### config.mk
export PLATFORM = sky130hd
export DESIGN_NAME = adc_channel_sequencer
export DESIGN_NICKNAME = d
export VERILOG_FILES = /design/src/rtl/seq_pkg.sv /design/src/rtl/rise_detect.sv /design/src/rtl/cycle_timer.sv /design/src/rtl/adc_channel_sequencer.sv
export SDC_FILE = /design/constraint.sdc
export NUM_CORES = 1
export LEC_CHECK = 0
export CORE_UTILIZATION = 60
export DETAILED_ROUTE_END_ITERATION = 7
export DONT_BUFFER_PORTS = 1
export PLACE_DENSITY = 0.81
export SLEW_MARGIN = 20
export SYNTH_ARGS = -nofsm -noshare
export SYNTH_HDL_FRONTEND = slang
export SYNTH_SLANG_ARGS = --single-unit
### constraint.sdc
create_clock -name pclk -period 5.5 [get_ports pclk]
set_input_delay 0.55 -clock pclk [delete_from_list [all_inputs] [get_ports pclk]]
set_output_delay 0.55 -clock pclk [all_outputs]
set_load 0.02 [all_outputs]
### src/rtl/seq_pkg.sv
// Shared constants and types of the conversion sequencer.
// Assumes one 25 MHz clock and an APB master with 32-bit data.
package seq_pkg;

    // Clock and conversion timing
    localparam int unsigned CLK_NS   = 40;
    localparam int unsigned CONV_NS  = 500;
    localparam int unsigned CONV_CYC = (CONV_NS + CLK_NS - 1) / CLK_NS;
    localparam int unsigned TMR_W    = 5;

    // Stack geometry
    localparam int unsigned STEPS = 32;
    localparam int unsigned PTR_W = 5;

    // Register indices; byte address is four times the index
    localparam logic [5:0] CFG_IDX   = 6'h02;
    localparam logic [5:0] CHAN_IDX  = 6'h03;
    localparam logic [5:0] STAT_IDX  = 6'h11;
    localparam logic [5:0] STACK_IDX = 6'h20;
    localparam int unsigned IDX_LSB  = 2;
    localparam int unsigned IDX_MSB  = 7;

    // Field positions
    localparam int unsigned CFG_SEQ_BIT   = 5;
    localparam int unsigned CFG_BURST_BIT = 6;
    localparam int unsigned STK_LAST_BIT  = 8;
    localparam int unsigned REG_W         = 9;

    // Reset values
    localparam logic [8:0]  CFG_RST   = 9'h000;
    localparam logic [8:0]  CHAN_RST  = 9'h000;
    localparam logic [8:0]  STACK_RST = 9'h000;
    localparam logic [31:0] DATA_ZERO = 32'h0000_0000;

    typedef struct packed {
        logic [3:0] b;
        logic [3:0] a;
    } pair_t;

    localparam pair_t PAIR_ZERO = 8'h00;

    typedef struct packed {
        logic       sw_mode;
        logic       seq_en;
        logic       burst;
        logic [2:0] range;
    } strap_t;

    localparam strap_t STRAP_RST = 6'h00;

    typedef enum logic [0:0] {
        ST_IDLE = 1'b0,
        ST_CONV = 1'b1
    } seq_state_t;

endpackage : seq_pkg

### src/rtl/rise_detect.sv
// Rising edge detector for a level already in the pclk domain.
// Assumes the input is synchronous to pclk.
`timescale 1ns/100ps
module rise_detect (
    // Clock and reset
    input  wire logic pclk,
    input  wire logic presetn,
    // Level in, pulse out
    input  wire logic level,
    output logic      rise
);
    logic prev_q;

    // Previous level starts low; an edge seen on the first edge after release
    // falls in the strap capture cycle, where the sequencer refuses starts
    always_ff @(posedge pclk or negedge presetn) begin
        if (!presetn) begin
            prev_q <= 1'b0;
        end else begin
            prev_q <= level;
        end
    end

    assign rise = level & ~prev_q;
endmodule : rise_detect

### src/rtl/cycle_timer.sv
// Down counter that marks the last cycle of a fixed interval.
// Assumes start is a one-cycle pulse; a new start reloads.
`timescale 1ns/100ps
module cycle_timer #(
    parameter int unsigned W     = 5,
    parameter int unsigned COUNT = 13
) (
    // Clock and reset
    input  wire logic pclk,
    input  wire logic presetn,
    // Control
    input  wire logic start,
    input  wire logic abort,
    output logic      done
);
    logic [W-1:0] cnt_q;
    logic [W-1:0] cnt_d;

    // Reload on start, count toward one, stop at zero
    assign cnt_d = abort ? '0 :
                   start ? W'(COUNT) :
                   (cnt_q != '0) ? cnt_q - W'(1) : cnt_q;
    assign done  = (cnt_q == W'(1)) & ~abort;

    always_ff @(posedge pclk or negedge presetn) begin
        if (!presetn) begin
            cnt_q <= '0;
        end else begin
            cnt_q <= cnt_d;
        end
    end
endmodule : cycle_timer

### src/rtl/adc_channel_sequencer.sv
// Conversion sequencer: picks the channel pair of each conversion.
// Assumes synchronous pins, an APB master, and a converter that takes
// conv_launch with conv_pair and needs a fixed conversion time.
//
// Our own choices: register access over APB and the register addresses.
`timescale 1ns/100ps
module adc_channel_sequencer (
    // Clock and reset
    input  wire logic            pclk,
    input  wire logic            presetn,
    // APB slave
    input  wire logic            psel,
    input  wire logic            penable,
    input  wire logic            pwrite,
    input  wire logic [7:0]      paddr,
    input  wire logic [31:0]     pwdata,
    output logic      [31:0]     prdata,
    output logic                 pready,
    output logic                 pslverr,
    // Straps and configuration pins
    input  wire logic            sw_mode_strap,
    input  wire logic            sequence_enable,
    input  wire logic            burst_enable,
    input  wire logic [2:0]      channel_range_select,
    // Conversion control
    input  wire logic            conversion_start,
    input  wire logic            partial_reset,
    output logic                 busy,
    output logic                 conv_launch,
    output seq_pkg::pair_t       conv_pair,
    // Result readback order
    input  wire logic            result_read,
    output seq_pkg::pair_t       result_pair,
    output logic [5:0]           result_count
);

    logic                        taken_q;
    seq_pkg::strap_t             strap_q;
    logic [2:0]                  range_q;
    logic [seq_pkg::REG_W-1:0]   cfg_q;
    logic [seq_pkg::REG_W-1:0]   chan_q;
    logic [seq_pkg::REG_W-1:0]   stack_q [seq_pkg::STEPS];
    seq_pkg::seq_state_t         state_q;
    seq_pkg::seq_state_t         state_d;
    logic [seq_pkg::PTR_W-1:0]   ptr_q;
    logic [seq_pkg::PTR_W-1:0]   ptr_d;
    logic [seq_pkg::PTR_W-1:0]   rptr_q;
    logic [5:0]                  len_q;
    logic                        launch_q;
    seq_pkg::pair_t              pair_q;
    seq_pkg::pair_t              rpair_q;

    // Bus decode
    wire                         access   = psel & penable;
    wire  [5:0]                  idx      = paddr[seq_pkg::IDX_MSB:seq_pkg::IDX_LSB];
    wire                         hit_cfg  = (idx == seq_pkg::CFG_IDX);
    wire                         hit_chan = (idx == seq_pkg::CHAN_IDX);
    wire                         hit_stat = (idx == seq_pkg::STAT_IDX);
    wire                         hit_stk  = (idx >= seq_pkg::STACK_IDX);
    wire  [seq_pkg::PTR_W-1:0]   stk_sel  = idx[seq_pkg::PTR_W-1:0];
    wire                         mapped   = hit_cfg | hit_chan | hit_stat | hit_stk;
    wire                         wr_en    = access & pwrite & mapped;
    wire                         part_rst = partial_reset;

    // Effective mode: hardware from straps, software from the config register
    wire                         sw       = strap_q.sw_mode;
    wire                         sw_seq   = cfg_q[seq_pkg::CFG_SEQ_BIT];
    wire                         sw_burst = sw_seq & cfg_q[seq_pkg::CFG_BURST_BIT];
    wire                         seq_on   = sw ? sw_seq : strap_q.seq_en;
    wire                         burst_on = sw ? sw_burst : (strap_q.seq_en & strap_q.burst);

    // Pair for a given step
    function automatic seq_pkg::pair_t step_pair(input logic [seq_pkg::PTR_W-1:0] p);
        seq_pkg::pair_t r;
        r = seq_pkg::PAIR_ZERO;
        if (!seq_on) begin
            r = sw ? seq_pkg::pair_t'(chan_q[7:0]) : seq_pkg::PAIR_ZERO;
        end else if (sw) begin
            r = seq_pkg::pair_t'(stack_q[p][7:0]);
        end else begin
            r.a = 4'(p);
            r.b = 4'(p);
        end
        return r;
    endfunction : step_pair

    // Last step of the sequence in either mode
    // last-step flag or top of stack
    wire                         sw_last  = stack_q[ptr_q][seq_pkg::STK_LAST_BIT] |
                                            (ptr_q == seq_pkg::PTR_W'(seq_pkg::STEPS - 1));
    // range n ends at pair n
    wire                         hw_last  = (ptr_q == seq_pkg::PTR_W'(range_q));
    wire                         is_last  = ~seq_on | (sw ? sw_last : hw_last);

    // Conversion start handling
    logic                        start_rise;
    logic                        tmr_done;
    wire                         start_acc = start_rise & (state_q == seq_pkg::ST_IDLE) & taken_q & ~part_rst;
    wire                         step_done = (state_q == seq_pkg::ST_CONV) & tmr_done & ~part_rst;
    wire                         relaunch  = step_done & burst_on & ~is_last;
    wire                         go        = start_acc | relaunch;

    rise_detect u_start_edge (
        .pclk    (pclk),
        .presetn (presetn),
        .level   (conversion_start),
        .rise    (start_rise)
    );

    cycle_timer #(
        .W     (seq_pkg::TMR_W),
        .COUNT (seq_pkg::CONV_CYC)
    ) u_conv_timer (
        .pclk    (pclk),
        .presetn (presetn),
        .start   (go),
        .abort   (part_rst),
        .done    (tmr_done)
    );

    // Next state and pointer
    always_comb begin
        state_d = state_q;
        ptr_d   = ptr_q;
        case (state_q)
            seq_pkg::ST_IDLE: begin
                if (start_acc) begin
                    state_d = seq_pkg::ST_CONV;
                end
            end
            seq_pkg::ST_CONV: begin
                if (step_done) begin
                    ptr_d   = is_last ? '0 : ptr_q + seq_pkg::PTR_W'(1);
                    state_d = relaunch ? seq_pkg::ST_CONV : seq_pkg::ST_IDLE;
                end
            end
            default: begin
                state_d = seq_pkg::ST_IDLE;
            end
        endcase
        if (part_rst) begin
            state_d = seq_pkg::ST_IDLE;
            ptr_d   = '0;
        end
    end

    // Sequencer state; pair chosen from the pointer that the step will use
    always_ff @(posedge pclk or negedge presetn) begin
        if (!presetn) begin
            state_q  <= seq_pkg::ST_IDLE;
            ptr_q    <= '0;
            launch_q <= 1'b0;
            pair_q   <= seq_pkg::PAIR_ZERO;
        end else begin
            state_q  <= state_d;
            ptr_q    <= ptr_d;
            launch_q <= go;
            if (go) begin
                pair_q <= step_pair(relaunch ? ptr_d : ptr_q);
            end
        end
    end

    // Straps caught once on the first edge after reset release
    always_ff @(posedge pclk or negedge presetn) begin
        if (!presetn) begin
            taken_q <= 1'b0;
            strap_q <= seq_pkg::STRAP_RST;
        end else if (!taken_q) begin
            taken_q <= 1'b1;
            strap_q <= '{sw_mode: sw_mode_strap, seq_en: sequence_enable,
                         burst: burst_enable, range: channel_range_select};
        end
    end

    // Range pins retaken at the end of a plain sequence or the start of a burst;
    // the enable and burst straps are never retaken
    wire range_upd = (step_done & is_last & ~burst_on) | (start_acc & burst_on);

    always_ff @(posedge pclk or negedge presetn) begin
        if (!presetn) begin
            range_q <= '0;
        end else if (!taken_q) begin
            range_q <= channel_range_select;
        end else if (range_upd & ~sw) begin
            range_q <= channel_range_select;
        end
    end

    // Software registers; partial reset leaves them alone
    always_ff @(posedge pclk or negedge presetn) begin
        if (!presetn) begin
            cfg_q  <= seq_pkg::CFG_RST;
            chan_q <= seq_pkg::CHAN_RST;
        end else begin
            if (wr_en & hit_cfg) begin
                cfg_q <= pwdata[seq_pkg::REG_W-1:0];
            end
            if (wr_en & hit_chan) begin
                chan_q <= pwdata[seq_pkg::REG_W-1:0];
            end
        end
    end

    for (genvar g = 0; g < seq_pkg::STEPS; g++) begin : g_stack
        always_ff @(posedge pclk or negedge presetn) begin
            if (!presetn) begin
                stack_q[g] <= seq_pkg::STACK_RST;
            end else if (wr_en & hit_stk & (stk_sel == seq_pkg::PTR_W'(g))) begin
                stack_q[g] <= pwdata[seq_pkg::REG_W-1:0];
            end
        end
    end

    // Readback order follows the converted order; a new sequence restarts it
    wire seq_begin = start_acc & (ptr_q == '0);

    always_ff @(posedge pclk or negedge presetn) begin
        if (!presetn) begin
            rptr_q  <= '0;
            len_q   <= '0;
            rpair_q <= seq_pkg::PAIR_ZERO;
        end else begin
            if (seq_begin | part_rst) begin
                rptr_q <= '0;
                len_q  <= '0;
            end else begin
                if (step_done) begin
                    len_q <= len_q + 6'h01;
                end
                if (result_read & (len_q != '0)) begin
                    rptr_q <= rptr_q + seq_pkg::PTR_W'(1);
                    len_q  <= len_q - (step_done ? 6'h00 : 6'h01);
                end
            end
            rpair_q <= step_pair(rptr_q);
        end
    end

    // Status word: pointer, state, effective mode bits
    wire [31:0] stat_word = {16'h0000, len_q, burst_on, seq_on, sw, busy, 1'b0, ptr_q};

    // Read mux and answer; one-cycle access, unmapped gives an error
    assign prdata  = !access   ? seq_pkg::DATA_ZERO :
                     hit_cfg   ? {23'h000000, cfg_q} :
                     hit_chan  ? {23'h000000, chan_q} :
                     hit_stat  ? stat_word :
                     hit_stk   ? {23'h000000, stack_q[stk_sel]} : seq_pkg::DATA_ZERO;
    assign pready  = 1'b1;
    assign pslverr = access & ~mapped;

    // busy spans every step of a burst
    assign busy         = (state_q != seq_pkg::ST_IDLE);
    assign conv_launch  = launch_q;
    assign conv_pair    = pair_q;
    assign result_pair  = rpair_q;
    assign result_count = len_q;

    // a start edge seen while busy launches nothing
    launch_cause_a: assert property (@(posedge pclk) disable iff (!presetn)
        start_rise && busy && !relaunch |=> !launch_q)
        else $error("start accepted while busy");

    // hardware sequence opens on pair zero
    hw_first_pair_a: assert property (@(posedge pclk) disable iff (!presetn)
        start_acc && !sw && ptr_q == '0 |=> pair_q == seq_pkg::PAIR_ZERO)
        else $error("hardware sequence did not open on pair zero");

    strap_hold_a: assert property (@(posedge pclk) disable iff (!presetn)
        taken_q && $past(taken_q) |-> $stable(strap_q))
        else $error("strap configuration changed after release");

    ptr_wrap_a: assert property (@(posedge pclk) disable iff (!presetn)
        step_done && is_last |=> ptr_q == '0 && !busy)
        else $error("pointer did not wrap after last step");

    ptr_step_a: assert property (@(posedge pclk) disable iff (!presetn)
        step_done && !is_last && !burst_on ##1 !part_rst |-> ptr_q == $past(ptr_q) + seq_pkg::PTR_W'(1))
        else $error("pointer did not advance by one");

    burst_cont_a: assert property (@(posedge pclk) disable iff (!presetn)
        step_done && burst_on && !is_last |=> busy && launch_q)
        else $error("burst stopped before the last step");

    partial_keep_a: assert property (@(posedge pclk) disable iff (!presetn)
        part_rst |=> ptr_q == '0 && cfg_q == $past(cfg_q) && !busy)
        else $error("partial reset disturbed registers or pointer");

    // busy holds for the first eight cycles of a conversion
    busy_span_a: assert property (@(posedge pclk) disable iff (!presetn || part_rst)
        start_acc |=> busy [*8])
        else $error("busy fell early");

    // software step fields reach the converter
    sw_fields_a: assert property (@(posedge pclk) disable iff (!presetn)
        start_acc && sw && seq_on |=> pair_q == seq_pkg::pair_t'($past(stack_q[ptr_q][7:0])))
        else $error("wrong channel pair launched");

endmodule : adc_channel_sequencer

Yosys cells after proc, flatten, opt, wreduce, memory -nomap -nowiden
Index checks and enable logic that the tools add are counted.
{"block": "word_totals", "regBits": 353, "in_bits": 54, "output_inout_bits": 58, "word_cells": 227}
{"block": "classes", "addsub": 5, "n_lt_le_gt_ge": 5, "eq_ne": 38, "n_mux": 46, "bitwise": 76, "n_reduce_logical": 7}
{"op": "9-bit binary-select mux with 5-bit select", "count": 4}
{"op": "5-bit equality test (second input constant)", "count": 17}
{"op": "8-bit two-way mux", "count": 9}
{"op": "16-bit two-way mux", "count": 4}
{"op": "1-bit bitwise AND", "count": 56}
{"op": "5-bit two-way mux", "count": 10}
{"op": "9-bit two-way mux", "count": 5}
{"op": "5-bit by 4-bit equality test with 1-bit output (second input constant)", "count": 8}
{"op": "6-bit greater-or-equal comparator (second input constant)", "count": 5}
{"op": "5-bit NOT with 6-bit output", "count": 4}
{"op": "5-bit by 3-bit equality test with 1-bit output (second input constant)", "count": 4}
{"op": "6-bit two-way mux", "count": 3}
{"op": "6-bit by 2-bit equality test with 1-bit output (second input constant)", "count": 2}
{"op": "5-bit by 1-bit adder with 5-bit output (second input constant)", "count": 2}
{"op": "5-bit by 1-bit equality test with 1-bit output (second input constant)", "count": 2}
{"op": "5-bit by 2-bit equality test with 1-bit output (second input constant)", "count": 2}
{"op": "5-bit zero test", "count": 2}
{"op": "1-bit two-way mux", "count": 8}
{"op": "1-bit NOT", "count": 8}
{"op": "1-bit OR", "count": 8}
{"op": "6-bit by 1-bit adder with 6-bit output (second input constant)", "count": 1}
{"op": "6-bit by 5-bit equality test with 1-bit output (second input constant)", "count": 1}
{"op": "3-bit two-way mux", "count": 2}
{"op": "3-bit nonzero test", "count": 2}
{"op": "other kinds (8)", "count": 8}

Depth between registers and ports, before layout
{"block": "logic_depth", "depth_word": 18, "depth_mapped": 16, "mapped_depth_nobuf": 13}

Cells and area by module
From an unflattened synthesis, not the netlist that was laid out.
{"block": "hier_totals", "cells_unflattened": 1740, "area_unflattened_um2": 21795.9}
{"module": "adc_channel_sequencer", "n_inst": 1, "cells_per_inst": 1709, "area_per_inst_um2": 21478.1, "seq_area_each_um2": 8683.3}
{"module": "cycle_timer", "n_inst": 1, "cells_per_inst": 29, "area_per_inst_um2": 279.0, "seq_area_each_um2": 125.1}
{"module": "rise_detect", "n_inst": 1, "cells_per_inst": 2, "area_per_inst_um2": 38.8, "seq_area_each_um2": 25.0}

Least setup slack after synthesis
No wires, ideal clock.
{"block": "synth_path", "path_type": "in2out", "startpoint": "in paddr[2]", "endpoint": "out prdata[8]", "t_arrival_ps": 3055, "required_time_ps": 4950, "path_slack_ps": 1895, "path_stages": 7, "n_path_buf": 2, "cell_sequence": "clkbuf_1 buf_1 mux4_2 mux4_2 mux2_2 a221oi_1 nor3_1"}
{"block": "synth_via", "elab_chain_len": 9, "word_cells_on_any_way": 13, "cone_classes": "order compare (1); eq/ne (3); mux (8); bitwise (1)"}
{"item": "from (decl)", "line_no": "adc_channel_sequencer.sv:15", "rtl": "input wire logic [7:0] paddr,"}
{"item": "5-bit NOT with 6-bit output (implied by the code)", "line_no": "adc_channel_sequencer.sv:248", "rtl": "hit_stk ? {23'h000000, stack_q[stk_sel]} : seq_pkg::DATA_ZERO;"}
{"item": "9-bit binary-select mux with 5-bit select", "line_no": "adc_channel_sequencer.sv:248"}
{"item": "9-bit two-way mux (implied by the code) (2 in a row)", "line_no": "adc_channel_sequencer.sv:248"}
{"item": "9-bit two-way mux", "line_no": "adc_channel_sequencer.sv:248"}
{"item": "16-bit two-way mux", "line_no": "adc_channel_sequencer.sv:247", "rtl": "hit_stat ? stat_word :"}
{"item": "16-bit two-way mux", "line_no": "adc_channel_sequencer.sv:246", "rtl": "hit_chan ? {23'h000000, chan_q} :"}
{"item": "16-bit two-way mux *", "line_no": "adc_channel_sequencer.sv:245", "rtl": "hit_cfg ? {23'h000000, cfg_q} :"}
{"item": "16-bit two-way mux *", "line_no": "adc_channel_sequencer.sv:244", "rtl": "assign prdata = !access ? seq_pkg::DATA_ZERO :"}
{"item": "to (decl)", "line_no": "adc_channel_sequencer.sv:17", "rtl": "output logic [31:0] prdata,"}
Every way passes the cells marked *; elsewhere a longest branch is shown, timed or not. The select of a mux whose other input is x is not followed.

Worst setup path after layout
{"block": "layout_path", "startpoint": "reg ptr_q[1] (netlist bit)", "endpoint": "reg pair_q, in the netlist conv_pair[3]"}
{"block": "layout_via", "elab_chain_len": 18, "word_cells_on_any_way": 24, "cone_classes": "add/sub (1); eq/ne (2); mux (14); bitwise (7)"}
{"item": "from (decl)", "line_no": "adc_channel_sequencer.sv:45", "rtl": "logic [seq_pkg::PTR_W-1:0] ptr_q;"}
{"item": "from (signal assigned)", "line_no": "adc_channel_sequencer.sv:156", "rtl": "ptr_q <= ptr_d;"}
{"item": "5-bit NOT with 6-bit output (implied by the code)", "line_no": "adc_channel_sequencer.sv:89", "rtl": "wire sw_last = stack_q[ptr_q][seq_pkg::STK_LAST_BIT] |"}
{"item": "9-bit binary-select mux with 5-bit select", "line_no": "adc_channel_sequencer.sv:89"}
{"item": "9-bit two-way mux (implied by the code) (2 in a row)", "line_no": "adc_channel_sequencer.sv:89"}
{"item": "1-bit OR", "line_no": "adc_channel_sequencer.sv:89"}
{"item": "1-bit two-way mux", "line_no": "adc_channel_sequencer.sv:93", "rtl": "wire is_last = ~seq_on | (sw ? sw_last : hw_last);"}
{"item": "1-bit OR", "line_no": "adc_channel_sequencer.sv:93"}
{"item": "5-bit two-way mux", "line_no": "adc_channel_sequencer.sv:133", "rtl": "ptr_d = is_last ? '0 : ptr_q + seq_pkg::PTR_W'(1);"}
{"item": "5-bit two-way mux", "line_no": "adc_channel_sequencer.sv:132", "rtl": "if (step_done) begin"}
{"item": "5-bit two-way mux", "line_no": "adc_channel_sequencer.sv:125", "rtl": "case (state_q)"}
{"item": "5-bit two-way mux", "line_no": "adc_channel_sequencer.sv:141", "rtl": "if (part_rst) begin"}
{"item": "5-bit two-way mux", "line_no": "adc_channel_sequencer.sv:159", "rtl": "pair_q <= step_pair(relaunch ? ptr_d : ptr_q);"}
{"item": "5-bit NOT with 6-bit output (implied by the code)", "line_no": "adc_channel_sequencer.sv:79", "rtl": "r = seq_pkg::pair_t'(stack_q[p][7:0]);"}
{"item": "9-bit binary-select mux with 5-bit select", "line_no": "adc_channel_sequencer.sv:79"}
{"item": "8-bit two-way mux (implied by the code) (2 in a row)", "line_no": "adc_channel_sequencer.sv:79"}
{"item": "8-bit two-way mux", "line_no": "adc_channel_sequencer.sv:78", "rtl": "end else if (sw) begin"}
{"item": "8-bit two-way mux", "line_no": "adc_channel_sequencer.sv:76", "rtl": "if (!seq_on) begin"}
{"item": "to (signal assigned)", "line_no": "adc_channel_sequencer.sv:153", "rtl": "pair_q <= seq_pkg::PAIR_ZERO;"}
{"item": "to (signal assigned)", "line_no": "adc_channel_sequencer.sv:159"}
{"item": "to (decl)", "line_no": "adc_channel_sequencer.sv:50", "rtl": "seq_pkg::pair_t pair_q;"}
Parallel ways exist; a longest one is shown, timed or not. The select of a mux whose other input is x is not followed.
A chain may end at the register's enable or synchronous reset.

==> impl_metrics.env <==
export IMPL_mostFrequentLayoutCells="dfrtp_1, mux2_2, mux4_2"
export IMPL_die_area_um2=36700
export IMPL_max_freq_mhz=215.6
export IMPL_hp_class="input pin to async pin"
export IMPL_gr_usage_all_layers=0.3871
export IMPL_synth_cell_types=69
export IMPL_first_pass_iters=8
export IMPL_antenna_cells=0
export IMPL_cp_num_buf_inv=2
export IMPL_critPathMaxStageDelay_ns=0.84
export IMPL_ys_seq_area_frac=0.4096
export IMPL_drt_wirelength_per_cell_um=32.86
export IMPL_syn_cell_area_um2=21560
export IMPL_antenna_found_initial=0
export IMPL_place_inst=2021
export IMPL_cap_violations=0
export IMPL_avgSynthCellArea_um2=13.06
export IMPL_io_pins=112
export IMPL_critPathTopFamily="compound AO/OA/AOI/OAI gates"
export IMPL_vias=15640
export IMPL_die_x_um=191.6
export IMPL_drv_slew=0
export IMPL_instances_no_fill=2095
export IMPL_min_period_ns=4.638
export IMPL_cp_slowest_cell="dfrtp_1"
export IMPL_rsz0062_at_grt="false"
export IMPL_cts_buffers=40
export IMPL_clk_pin_slew_ns=0.06
export IMPL_clock_sinks=353
export IMPL_start_util=0.6077
export IMPL_period_share=0.8432
export IMPL_fill_cells=2581
export IMPL_synthCells=1651
export IMPL_end_kind="flop"
export IMPL_clkLatencyLatePin_ns=0.57
export IMPL_grt_pass1_vias=15830
export IMPL_reg2reg_depth=12
export IMPL_fin_nets=1669
export IMPL_post_drt_via_cell_ratio=7.464
export IMPL_fin_setup_tns_ns=0
export IMPL_power_density_nw_per_um2=300.5
export IMPL_violations="design-rule violations, negative hold slack"
export IMPL_die_h_um=191.6
export IMPL_cp_common_cell="mux2i_1"
export IMPL_core_um2=35480
export IMPL_syn2layout_area_growth_pct=8.106
export IMPL_skew_ns=0.02127
export IMPL_finalHoldViolations=353
export IMPL_worstPathCellList="buf_4 > mux2i_1 > a221oi_1 > nand2_1 > o21ai_0 > o21a_1 > o32a_1 > buf_4 > mux2i_1 > mux2i_1 > mux2_2 > o221ai_1"
export IMPL_h_tree_depth=2
export IMPL_final_common_cell="dfrtp_1"
export IMPL_holdWs_ns=-0.3138
export IMPL_synth_ff_type="dfrtp_1"
export IMPL_worst_r2r_endpoint="conv_pair[3]"
export IMPL_num_rows=69
export IMPL_ctsLongestPathBuffers=3
export IMPL_status="finished with violations"
export IMPL_cts_root_buf="clkbuf_16"
export IMPL_cts_tree="yes"
export IMPL_reg2reg_from="ptr_q[1]"
export IMPL_wirelength_um=68840
export IMPL_grt_pass1_wl_um=101800
export IMPL_synth_edf_count=0
export IMPL_routabilityCongestion=1.009
export IMPL_grt_max_degree=354
export IMPL_worst_path_max_fanout=16
export IMPL_tightest_slew_ns=1.241
export IMPL_drc=2
export IMPL_yosys_warnings=0
export IMPL_finalSetupViolCount=0
export IMPL_synth_seq_cells=353
export IMPL_cts_resized=0
export IMPL_slew_headroom=0.1683
export IMPL_critPathArrivalTime_ns=5.09
export IMPL_grt_ovfl_total=0
export IMPL_p_leak_nw=9.971
export IMPL_worstSetupPathType="flop to flop"
export IMPL_ant_nets=0
export IMPL_cp_start_kind="flop"
export IMPL_ir_drop_v=0.0003802
export IMPL_worst_endpoint_required_ns=5.96
export IMPL_async_flop_share=1.000
export IMPL_postCtsSetupBuffers=0
export IMPL_layout_drive_gt1_share=0.3856
export IMPL_port_buffers=0
export IMPL_r2r_slack_ns=0.86
export IMPL_hpwl_um=44510
export IMPL_dr_first_iter_drc_count=1854
-- per-layer routing --
metal  share of wire  track usage  up-vias
li1                -            -     6270
met1            0.37       0.4988     8122
met2            0.45       0.5835      986
met3            0.11       0.1098      260
met4           0.068       0.2347        0
met5               0            0        -
-- power breakdown --
group | switching (W) | total (W) | leakage [nW] | internal [W]
clock | 0.00112 | 0.00289 | 0.680 | 0.00177
sequential | 0.000266 | 0.00302 | 4.84 | 0.00276
combinational | 0.000514 | 0.00109 | 4.45 | 0.000576
-- cells in the mapped netlist (11+ instances only) --
cell type | number | area share
nor2_1 | 65 | 0.011
and3_1 | 12 | 0.0035
o22ai_1 | 12 | 0.0035
nand2_1 | 106 | 0.018
clkbuf_1 | 81 | 0.014
dfrtp_1 | 353 | 0.41
buf_2 | 21 | 0.0049
a221oi_1 | 14 | 0.0057
mux4_2 | 171 | 0.18
nor3_1 | 17 | 0.0039
o22a_1 | 23 | 0.0093
a22oi_1 | 11 | 0.0038
o21ai_0 | 30 | 0.0070
mux2_2 | 328 | 0.17
inv_1 | 14 | 0.0024
mux2i_1 | 127 | 0.059
ha_1 | 12 | 0.0070
buf_1 | 20 | 0.0035
nand3_1 | 22 | 0.0051
o221ai_1 | 23 | 0.0093
buf_4 | 23 | 0.0080
a21oi_1 | 32 | 0.0074
-- state kept, by name, indices dropped and copies added (netlist names), 2 cells and up --
register,count
result_pair,8
strap_q,2
stack_q,288
conv_pair,8
cfg_q,9
chan_q,9
range_q,3
rptr_q,5
ptr_q,5
result_count,6
u_conv_timer.cnt_q,5
-- worst max-delay path by stage --
| stage | slack (ns) | to | start | cells after the start |
|---|---|---|---|---|
| final | 0.86 | conv_pair[3] | ptr_q[1] | 12 |
| after global routing | 0.74 | conv_pair[1] | ptr_q[1] | 12 |
| after CTS | 1.05 | conv_pair[3] | ptr_q[1] | 12 |
| after detailed placement | 1.09 | conv_pair[3] | ptr_q[1] | 12 |
| after global placement | 1.18 | conv_pair[1] | ptr_q[1] | 12 |
| after floorplan | 1.89 | prdata[8] | paddr[2] | 7 |
-- cell families after synthesis --
family | Yosys count | share of synthesized area
muxes | 626 | 0.4088
DFF | 353 | 0.4096
and+or+nand+nor | 271 | 0.05889
AOI/OAI and AO/OA | 205 | 0.07212
buffers and inverters | 166 | 0.03551
xor gates and xnor gates | 15 | 0.006788
adders and majority gates | 13 | 0.007891
other | 2 | 0.0003483
-- stage by stage --
step	total power, W	area, µm²	hold slack (ns)	utilization	worst slack, ns
after floorplan	0.003913	21620	0.2544	-	1.895
after global placement	0.004094	21900	0.2685	0.6172	1.175
after detailed placement	0.004149	21900	0.2702	0.6172	1.087
after CTS	0.007024	23310	-0.3158	0.6568	1.054
after global routing	0.007232	23310	-0.3264	0.6570	0.7434
final	0.007005	23310	-0.3138	0.6570	0.8623
-- area by class of cell --
cell class                      instances  area [µm²]  share of cell area
Clock buffer                           62        1185             0.05083
Clock inverter                         12       222.7            0.009553
Inverter                               17       63.81            0.002737
Multi-Input combinational cell       1148       12070              0.5179
Sequential cell                       353        8838              0.3791
Tap cell                              461       576.8             0.02474
Timing Repair Buffer                   42       352.8             0.01514
(Power assumes the default switching activity.)
